### config.mk
export PLATFORM = sky130hd
export DESIGN_NAME = ssa_slave
export DESIGN_NICKNAME = d
export VERILOG_FILES = /design/src/logic/ssa_pkg.sv /design/src/logic/ssa_slave.sv
export VERILOG_INCLUDE_DIRS = /design/src /design/src/logic
export SDC_FILE = /design/constraint.sdc
export NUM_CORES = 1
export LEC_CHECK = 0
export ABC_AREA = 1
export BUFFER_PORTS_ARGS = -buffer_cell sky130_fd_sc_hd__buf_2
export CORE_UTILIZATION = 45
export DETAILED_ROUTE_END_ITERATION = 7
export HOLD_SLACK_MARGIN = 0.05
export MAX_ROUTING_LAYER = met4
export PLACE_DENSITY = 0.65
export SLEW_MARGIN = 20
export SYNTH_ARGS = -nofsm -noshare
export SYNTH_HDL_FRONTEND = slang
export SYNTH_SLANG_ARGS = --single-unit
### constraint.sdc
create_clock -name clk_in -period 2.4 [get_ports clk_in]
set_clock_uncertainty 0.1 [all_clocks]
set_input_delay 0.36 -clock clk_in [delete_from_list [all_inputs] [get_ports clk_in]]
set_output_delay 0.36 -clock clk_in [all_outputs]
set_load 0.005 [all_outputs]
### src/logic/ssa_defines.svh
// Constants for the SMBus slave with alert addressing.
`ifndef SSA_DEFINES_SVH
`define SSA_DEFINES_SVH
`define SSA_ADDR_HI 2'h2
`define SSA_ARA_ADDR 7'h0c
`define SSA_MASS_ADDR 7'h5f
`define SSA_STRAP_L 2'h0
`define SSA_STRAP_NC 2'h1
`define SSA_STRAP_H 2'h2
`define SSA_STRAP_BAD 2'h3
`define SSA_ADDR_MAX 5'h1a
`define SSA_SPECIAL_BASE 5'h18
`define SSA_BITS_PER_BYTE 4'h8
`define SSA_RESET_STRAP 6'h15
`endif

### src/logic/ssa_pkg.sv
// Types for the SMBus slave with alert addressing.
package ssa_pkg;
  typedef enum logic [2:0] {ST_IDLE, ST_RX, ST_RACK, ST_TX, ST_TACK} ssa_state_e;
  typedef enum logic [1:0] {K_ADDR, K_CMD, K_D1, K_D2} ssa_kind_e;
  typedef struct packed {
    logic [1:0] scl_sy;
    logic scl_d;
    logic [1:0] sda_sy;
    logic sda_d;
    logic [5:0] strap_a;
    logic [5:0] strap_b;
    ssa_state_e st;
    ssa_kind_e kind;
    logic rd;
    logic ara;
    logic [3:0] bits;
    logic [7:0] sh;
    logic [2:0] ptr;
    logic mack;
    logic sda_oe;
    logic alert;
    logic [7:0] served;
    logic wr;
    logic [7:0] wdata;
  } ssa_state_s;
endpackage

### src/logic/ssa_slave.sv
// SMBus slave front end with strapped address and alert response.
`include "ssa_defines.svh"

////////////////////////////////////////////////////////////////////////////////
// Behaviour
// [RULE1] Pull ALERT low when a fault flag and its enable are both set.
// [RULE2] On alert response address, send own address, then release ALERT.
// [RULE3] Release ALERT when addressed by own address in a normal transfer.
// [RULE4] Do not realert a served fault until it clears and sets again.
// [RULE5] Byte write: address, command, one data byte, every byte acknowledged.
// [RULE6] Word write second data byte is acknowledged but discarded.
// [RULE7] Byte read: command, repeated start, address read, one register byte.
// [RULE8] If master acknowledges read byte, send the same register again.
// [RULE9] Alert response: acknowledge, send seven-bit address with trailing zero.
// [RULE10] Address is binary 10 plus five bits decoded from three tri-state straps.
// [RULE11] Accept mass-write address writes unless mass-write enable is low.
// [RULE12] Acknowledge alert response address only while holding ALERT low.
// [RULE13] Latch low three command bits into the register pointer.
// [RULE14] Drop out on lost arbitration during alert response, keep ALERT.
module ssa_slave (
  // Clock, reset and enable.
  input wire logic clk_in,
  input wire logic rst_in,
  input wire logic ce_in,
  // Bus pins.
  input wire logic scl_in,
  input wire logic sda_in,
  output logic sda_out,
  output logic sda_oe_out,
  output logic alert_out,
  output logic alert_oe_out,
  // Address straps.
  input wire logic [1:0] addr_strap_pin_lo_in,
  input wire logic [1:0] addr_strap_pin_mid_in,
  input wire logic [1:0] addr_strap_pin_hi_in,
  // Faults and control.
  input wire logic [7:0] fault_in,
  input wire logic [7:0] alert_en_in,
  input wire logic mass_wr_en_in,
  // Register port.
  output logic [2:0] reg_ptr_out,
  input wire logic [7:0] reg_rdata_in,
  output logic reg_wr_out,
  output logic [7:0] reg_wdata_out
);
  import ssa_pkg::*;

  ssa_state_s s_r;
  ssa_state_s s_nxt;
  logic scl;
  logic sda;
  logic rise;
  logic fall;
  logic start;
  logic stop;
  logic rx_done;
  logic addr_done;
  logic [6:0] rx_addr;
  logic [6:0] own_addr;
  logic own_hit;
  logic mass_hit;
  logic ara_hit;
  logic ara_done;
  logic lost;
  logic rel;

  //////////////////////////////////////////////////////////////////////////////
  // Strap decoding.

  function automatic logic [1:0] ssa_norm(input logic [1:0] p);
    return (p == `SSA_STRAP_BAD) ? `SSA_STRAP_NC : p;
  endfunction

  function automatic logic [4:0] ssa_strap_idx(input logic [5:0] p);
    logic [1:0] h;
    logic [1:0] m;
    logic [1:0] l;
    logic [2:0] low;
    h = ssa_norm(p[5:4]);
    m = ssa_norm(p[3:2]);
    l = ssa_norm(p[1:0]);
    case ({m, l})
      {`SSA_STRAP_NC, `SSA_STRAP_L}: low = 3'h0;
      {`SSA_STRAP_H, `SSA_STRAP_NC}: low = 3'h1;
      {`SSA_STRAP_NC, `SSA_STRAP_NC}: low = 3'h2;
      {`SSA_STRAP_NC, `SSA_STRAP_H}: low = 3'h3;
      {`SSA_STRAP_L, `SSA_STRAP_L}: low = 3'h4;
      {`SSA_STRAP_H, `SSA_STRAP_H}: low = 3'h5;
      {`SSA_STRAP_L, `SSA_STRAP_NC}: low = 3'h6;
      {`SSA_STRAP_L, `SSA_STRAP_H}: low = 3'h7;
      default: low = 3'h0;
    endcase
    if (m == `SSA_STRAP_H && l == `SSA_STRAP_L) begin
      return `SSA_SPECIAL_BASE + {3'h0, h};
    end
    return {h, low};
  endfunction

  assign own_addr = {`SSA_ADDR_HI, ssa_strap_idx(s_r.strap_b)}; // RULE10

  //////////////////////////////////////////////////////////////////////////////
  // Bus events.

  assign scl = s_r.scl_sy[1];
  assign sda = s_r.sda_sy[1];
  assign rise = scl & ~s_r.scl_d;
  assign fall = ~scl & s_r.scl_d;
  assign start = scl & s_r.scl_d & s_r.sda_d & ~sda;
  assign stop = scl & s_r.scl_d & ~s_r.sda_d & sda;
  assign rx_done = (s_r.st == ST_RX) && fall && (s_r.bits == `SSA_BITS_PER_BYTE);
  assign addr_done = rx_done && (s_r.kind == K_ADDR);
  assign rx_addr = s_r.sh[7:1];
  assign own_hit = addr_done && (rx_addr == own_addr);
  assign mass_hit = addr_done && (rx_addr == `SSA_MASS_ADDR) && !s_r.sh[0] && mass_wr_en_in; // RULE11
  assign ara_hit = addr_done && (rx_addr == `SSA_ARA_ADDR) && s_r.sh[0] && s_r.alert; // RULE12
  assign ara_done = (s_r.st == ST_TACK) && rise && s_r.ara; // RULE2
  assign lost = (s_r.st == ST_TX) && rise && s_r.ara && s_r.sh[7] && !sda; // RULE14
  assign rel = own_hit | ara_done; // RULE3

  //////////////////////////////////////////////////////////////////////////////
  // Next state.

  always_comb begin
    s_nxt = s_r;
    s_nxt.scl_sy = {s_r.scl_sy[0], scl_in};
    s_nxt.scl_d = s_r.scl_sy[1];
    s_nxt.sda_sy = {s_r.sda_sy[0], sda_in};
    s_nxt.sda_d = s_r.sda_sy[1];
    s_nxt.strap_a = {addr_strap_pin_hi_in, addr_strap_pin_mid_in, addr_strap_pin_lo_in};
    s_nxt.strap_b = s_r.strap_a;
    s_nxt.wr = 1'b0;
    if (stop) begin
      s_nxt.st = ST_IDLE;
      s_nxt.sda_oe = 1'b0;
    end else if (start) begin
      s_nxt.st = ST_RX;
      s_nxt.kind = K_ADDR;
      s_nxt.bits = 4'h0;
      s_nxt.rd = 1'b0;
      s_nxt.ara = 1'b0;
      s_nxt.sda_oe = 1'b0;
    end else begin
      case (s_r.st)
        ST_RX: begin
          if (rise) begin
            s_nxt.sh = {s_r.sh[6:0], sda};
            s_nxt.bits = s_r.bits + 4'h1;
          end else if (rx_done) begin
            s_nxt.st = ST_RACK;
            s_nxt.sda_oe = 1'b1; // RULE5
            case (s_r.kind)
              K_ADDR: begin
                if (own_hit || mass_hit || ara_hit) begin
                  s_nxt.kind = K_CMD;
                  s_nxt.rd = s_r.sh[0]; // RULE7
                  s_nxt.ara = ara_hit; // RULE9
                end else begin
                  s_nxt.st = ST_IDLE;
                  s_nxt.sda_oe = 1'b0;
                end
              end
              K_CMD: begin
                s_nxt.ptr = s_r.sh[2:0]; // RULE13
                s_nxt.kind = K_D1;
              end
              K_D1: begin
                s_nxt.wr = 1'b1;
                s_nxt.wdata = s_r.sh;
                s_nxt.kind = K_D2;
              end
              default: s_nxt.kind = K_D2; // RULE6
            endcase
          end
        end
        ST_RACK: begin
          if (fall) begin
            s_nxt.bits = 4'h0;
            s_nxt.sda_oe = 1'b0;
            s_nxt.st = ST_RX;
            if (s_r.rd) begin
              s_nxt.st = ST_TX;
              s_nxt.sh = s_r.ara ? {own_addr, 1'b0} : reg_rdata_in; // RULE9
              s_nxt.sda_oe = ~s_nxt.sh[7];
            end
          end
        end
        ST_TX: begin
          if (rise) begin
            s_nxt.bits = s_r.bits + 4'h1;
            if (lost) begin
              s_nxt.st = ST_IDLE; // RULE14
              s_nxt.sda_oe = 1'b0;
            end
          end else if (fall) begin
            if (s_r.bits == `SSA_BITS_PER_BYTE) begin
              s_nxt.st = ST_TACK;
              s_nxt.sda_oe = 1'b0;
            end else begin
              s_nxt.sh = {s_r.sh[6:0], 1'b0};
              s_nxt.sda_oe = ~s_r.sh[6];
            end
          end
        end
        ST_TACK: begin
          if (rise) begin
            s_nxt.mack = ~sda;
          end else if (fall) begin
            if (s_r.mack && !s_r.ara) begin
              s_nxt.st = ST_TX; // RULE8
              s_nxt.bits = 4'h0;
              s_nxt.sh = reg_rdata_in;
              s_nxt.sda_oe = ~reg_rdata_in[7];
            end else begin
              s_nxt.st = ST_IDLE;
            end
          end
        end
        default: s_nxt.st = ST_IDLE;
      endcase
    end
    s_nxt.served = (s_r.served | (rel ? fault_in : 8'h00)) & fault_in; // RULE4
    s_nxt.alert = |(fault_in & alert_en_in & ~s_nxt.served); // RULE1
  end

  //////////////////////////////////////////////////////////////////////////////
  // State register.

  always_ff @(posedge clk_in or posedge rst_in) begin
    if (rst_in) begin
      s_r <= '0;
      s_r.scl_sy <= 2'h3;
      s_r.scl_d <= 1'b1;
      s_r.sda_sy <= 2'h3;
      s_r.sda_d <= 1'b1;
      s_r.strap_a <= `SSA_RESET_STRAP;
      s_r.strap_b <= `SSA_RESET_STRAP;
      s_r.st <= ST_IDLE;
      s_r.kind <= K_ADDR;
    end else if (ce_in) begin
      s_r <= s_nxt;
    end
  end

  assign sda_out = 1'b0;
  assign sda_oe_out = s_r.sda_oe;
  assign alert_out = 1'b0;
  assign alert_oe_out = s_r.alert;
  assign reg_ptr_out = s_r.ptr;
  assign reg_wr_out = s_r.wr;
  assign reg_wdata_out = s_r.wdata;
endmodule

# Word level (Yosys, flattened, before mapping)
# Memories as Yosys holds them, arrays and structs flattened.
# Cells that the tools add are included.
# word_totals
inputBits	36
n_memories	1
ff_bits	60
rom_bits	48
elab_cells	188
out_inout_bits	16
# memory_table
memory	words	width	rd	rd_ports_with_merged_regs	wr	line_no	rtl
(no name shown)	16	3	1	0	0	ssa_slave.sv:82	case ({m, l})
# classes
n_mux	61
n_reduce_logical	42
bitwise_logic	23
eq_ne	40
add_sub_neg	2
# ops
operator	count
two-way mux 12 bit	5
two-way mux 9 bit	6
two-way mux 8 bit	6
one-hot mux 12 bit (4 select lines)	1
AND 8 bit	3
two-way mux 3 bit	8
AND reduction 7 bit	3
!= test 4 bit, second input constant	5
logical AND 1 bit	18
AND reduction 9 bit	2
two-way mux 1 bit	16
two-way mux 2 bit	8
!= test 2 bit, second input constant	8
!= test 3 bit, second input constant	5
!= test 5 bit, second input constant	3
two-way mux 7 bit	2
AND reduction 13 bit	1
two-way mux 4 bit	3
one-hot mux 3 bit (4 select lines)	1
two-way mux 11 bit	1
== test 2 bit, second input constant	5
two-way mux 5 bit	2
inverter 1 bit	10
AND reduction 10 bit	1
29 further kinds	45

# Longest topological paths before layout
# logic_depth
ltp_word	17
depth_mapped	15
depth_no_buf	15

# Worst setup path before layout
# OpenSTA, ideal clock, no wires.
# synth_path
kind	register -> register
from	register s_r (netlist bit s_nxt[57])
to	register s_r[39] (netlist name)
stages_incl_launch_ff	10
synth_period_minus_slack_ns	1.990
t_required_ns	2.222
slack_ns	0.410
arrival_ns	1.812
path_buffers	1
setup_ns	0.078
path_cell_list	dfstp_2 -> ha_1 -> nand3_1 -> buf_2 -> nand2_1 -> nor2_1 -> nor3b_1 -> nand3_2 -> a21oi_2 -> o21bai_1
# synth_between
elab_chain_cells	7
word_cells_on_any_way	27
cone_classes	8 x eq/ne; 4 x mux; 8 x bitwise; 7 x reduce/logical
# synth_lines
item	line_no	rtl
start: declaration	ssa_slave.sv:48	ssa_state_s s_r;
start signal: assignment	ssa_slave.sv:240	s_r <= s_nxt;
AND 1 bit	ssa_slave.sv:106	assign rise = scl & ~s_r.scl_d;
logical AND 1 bit (4 in a row)	ssa_slave.sv:117	assign lost = (s_r.st == ST_TX) && rise && s_r.ara && s_r.sh[7] && !sda;
!= test 5 bit (no source line)	--	
AND reduction 9 bit (no source line)	--	
# Parallel ways exist; a longest one is shown, timed or not.
# A chain may end at the register's enable or synchronous reset.

# Worst setup path after layout
# layout_path
from	register s_r (netlist bit s_nxt[54])
to	register s_r (netlist bit rx_addr[1])
# layout_between
elab_chain_cells	4
word_cells_on_any_way	6
cone_classes	5 x bitwise; 1 x reduce/logical
# layout_lines
item	line_no	rtl
inverter 1 bit	ssa_slave.sv:108	assign start = scl & s_r.scl_d & s_r.sda_d & ~sda;
AND 1 bit	ssa_slave.sv:108	
inverter 1 bit (no source line)	--	
AND reduction 13 bit (no source line) *	--	
# Every way passes the cells marked *; elsewhere a longest branch is shown, timed or not.

==> results.py <==
metrics = {
    "status": {
        "outcome": "completed",
    },
    "sta": {
        "finalCriticalPeriod_ns": 2.22,
        "max_slew.worst_pin.slew_ns": 0.576,
        "setup_violations": 0,
        "fmax_mhz": 450,
        "setup_tns_ns": 0,
        "hold_violations": 0,
        "drv_slew": 0,
        "slew_headroom_pct": 61.5,
        "grt_setup_unrepaired": "yes",
        "min_period_over_period_pct": 92.5,
        "setup_slack_ns": 0.180,
    },
    "die": {
        "placementRows": 31,
        "io_pins": 52,
        "core_um2": 7410,
        "die_w_um": 90.4,
        "dieArea_um2": 8170,
        "start_util_pct": 47.4,
        "die_h_um": 90.4,
    },
    "critical_path": {
        "slowest_delay_ns": 0.59,
        "critPathRequiredTime_ns": 2.52,
        "worstReg2RegEnd": "rx_addr[1]",
        "crit_fanout": 14,
        "start_kind": "register",
        "path_cells": "inv_2 -> nand3_1 -> buf_4 -> inv_1 -> nor4_1 -> nand2_1 -> buf_4 -> a211oi_1 -> nor2_1",
        "cp_slowest_cell": "dfstp_2",
        "rr_worst_depth": 9,
        "rr_startpoint": "s_nxt[54]",
        "crit_path_frequent_cell": "buf_4",
        "path_class": "register to register",
        "cp-end-kind": "register",
        "arrival_ns": 2.34,
        "reg2reg_slack_ns": 0.18,
    },
    "global_route": {
        "track_usage_pct": 23.6,
        "grt_antenna_before_repair": 0,
        "first_global_vias": 3178,
        "grt_max_degree": 36,
        "grt-ovfl-total": 0,
        "grt_pass1_wl_um": 15100,
    },
    "routing": {
        "post_drt_wl_per_cell_um": 13.6,
        "vias": 3170,
        "first_pass_iters": 5,
        "drt_wl_total_um": 8450,
        "drc": 0,
        "detail-route-antenna-nets": 0,
        "viasPerCell": 5.10,
        "drtIter0Drc": 202,
    },
    "power_and_ir_drop": {
        "p_leak_nw": 2.25,
        "vdd_ir_drop_max_v": 0.000339,
        "pwr_density_cell_nw_per_um2": 756,
    },
    "placed_design": {
        "hpwl_um": 6260,
        "post-place-ws_ns": 0.136,
        "io_buffers": 49,
        "gp_congestion": 0.914,
    },
    "clock_tree": {
        "htree_levels": 3,
        "cts_root_buf": "clkbuf_8",
        "cts_buffer_depth": 2,
        "clkSinkCount": 60,
        "cts_tree": "done",
        "cts_made_buffers": 9,
        "clkTransAtPathRegs_ns": 0.07,
        "clkLatencyLatePin_ns": 0.33,
    },
    "run": {
        "max_cap_viol_count": 0,
    },
    "synthesis": {
        "yosys-top-cells-area": "dfrtp_1 34%, nand2_1 15%, dfstp_2 9.0%",
        "synth_top_area_cell": "dfrtp_1",
        "avgSynthCellArea_um2": 7.56,
        "ys_warn_count": 0,
        "synth_top_cell_area_share_pct": 34.2,
        "synth-edff-count": 0,
        "seq_area_frac_synth_pct": 43.1,
        "synth_cells": 465,
        "synth-seq-cells": 60,
        "synth.distinct_cells": 43,
        "ys.flop_type": "dfrtp_1",
        "async_reset_ff_share_pct": 100,
        "synth.cell_area_um2": 3510,
    },
    "hold_path": {
        "hold_depth": 3,
        "hold_end": "s_nxt[46]",
        "min_from": "addr_strap_pin_hi_in[0]",
        "min_path_type": "primary input to register",
    },
    "final_layout": {
        "n_antenna_cell": 0,
        "post-route-util_pct": 55.7,
        "fin_nets": 559,
        "areaGrowthSynthToFinish_pct": 17.5,
        "drive_gt1_share_pct": 24.5,
    },
}
==> Yosys cell counts (5+ instances only) <==
library cell	instances
nand4_1	12
o21ai_1	19
inv_2	8
nand3_1	17
ha_1	5
dfstp_2	12
a21oi_1	10
clkbuf_1	7
nand2_1	138
nor3_1	8
buf_4	15
inv_1	60
nor2_1	29
dfrtp_1	48
o21ai_0	19
o211ai_1	7
o21ai_2	5
==> power by group <==
part	total, W	switching [W]	internal (W)
combinational	0.000656	0.000405	0.000250
sequential	0.00134	0.000163	0.00118
clock	0.00112	0.000407	0.000716
total	0.00312	0.000976	0.00215
==> layout by cell type, fill, tap and decap left out, types with 4 or more instances in the layout <==
cell type / n
clkinv_1: 4
dfstp_2: 12
clkbuf_8: 10
inv_2: 9
inv_1: 59
nand3_1: 16
nand2_1: 138
nor2_1: 28
nand4_1: 12
o21ai_0: 19
o21ai_2: 6
o211ai_1: 7
nor3_1: 7
o21ai_1: 18
ha_1: 5
buf_2: 49
dfrtp_1: 48
a21oi_1: 10
nor2_4: 4
buf_4: 13
==> metal layers <==
layer	global-route usage [%]	wire, µm	vias to the layer above
li1	-	-	1601
met2	35.6	3790	124
met3	4.71	478	16
met5	-	0	-
met1	31.8	4050	1429
met4	8.20	119	0
==> flip-flops by register name, summed over array words and instances, names as in the netlist <==
register       flops
alert_oe_out       1
reg_ptr_out        3
rx_addr            7
s_r               29
sda_oe_out         1
reg_wr_out         1
reg_wdata_out      8
s_nxt             10
==> per-stage QoR <==
| stage | std cells | power (W) | cell area [µm²] | hold slack, ns |
|---|---|---|---|---|
| after floorplan | 466 | 0.00178 | 3520 | 0.342 |
| after global placement | 605 | 0.00199 | 3860 | 0.339 |
| after detailed placement | 605 | 0.00200 | 3860 | 0.351 |
| after CTS | 622 | 0.00313 | 4110 | 0.105 |
| after global routing | 622 | 0.00332 | 4130 | 0.108 |
| final | 622 | 0.00312 | 4130 | 0.116 |
==> worst max path at each step <==
stage               slack (ns)      start  cells after the start         end
CTS                       0.11  s_nxt[57]                     10  sda_oe_out
global placement          0.09  s_nxt[57]                     10  sda_oe_out
global route             0.008  s_nxt[57]                     12     s_r[40]
detailed placement        0.14  s_nxt[57]                     10  sda_oe_out
floorplan                 0.41  s_nxt[57]                      9     s_r[39]
finish                    0.18  s_nxt[54]                      9  rx_addr[1]
==> logic make-up (layout without fill, tap and decap cells) <==
family,Yosys count,after routing,share of synthesized area (%)
AO/OA/AOI/OAI,78,78,13.7
AND/OR/NAND/NOR,225,225,29.1
flip-flops,60,60,43.1
other,1,2,0.107
adder cells (fa/ha/maj),5,5,1.78
multiplexers,1,1,0.320
buffers and inverters,95,152,11.8
==> critical path: cells and delay by family (launching register included) <==
kind / cells / cell delay (ns)
and+or+nand+nor: 4 / 0.59
AOI/OAI and AO/OA: 1 / 0.24
buffers and inverters: 4 / 0.60
DFF: 1 / 0.59
==> layout make-up <==
cell class,instances,area [µm²]
clock buffer,11,141
clock inverter,5,100
fill,709,3280
inverter,72,270
multi-input combinational,311,1600
sequential,60,1520
tap,99,124
timing repair buffer,64,373
==> repair_timing <==
item                                    CTS  global route
gates resized for setup                   0             4
setup buffers                             0             0
hold buffers                              1             0
endpoints found under the setup margin    0             4
hold endpoints to repair                 19             0
No activity file was read; power rests on OpenSTA's default activity.
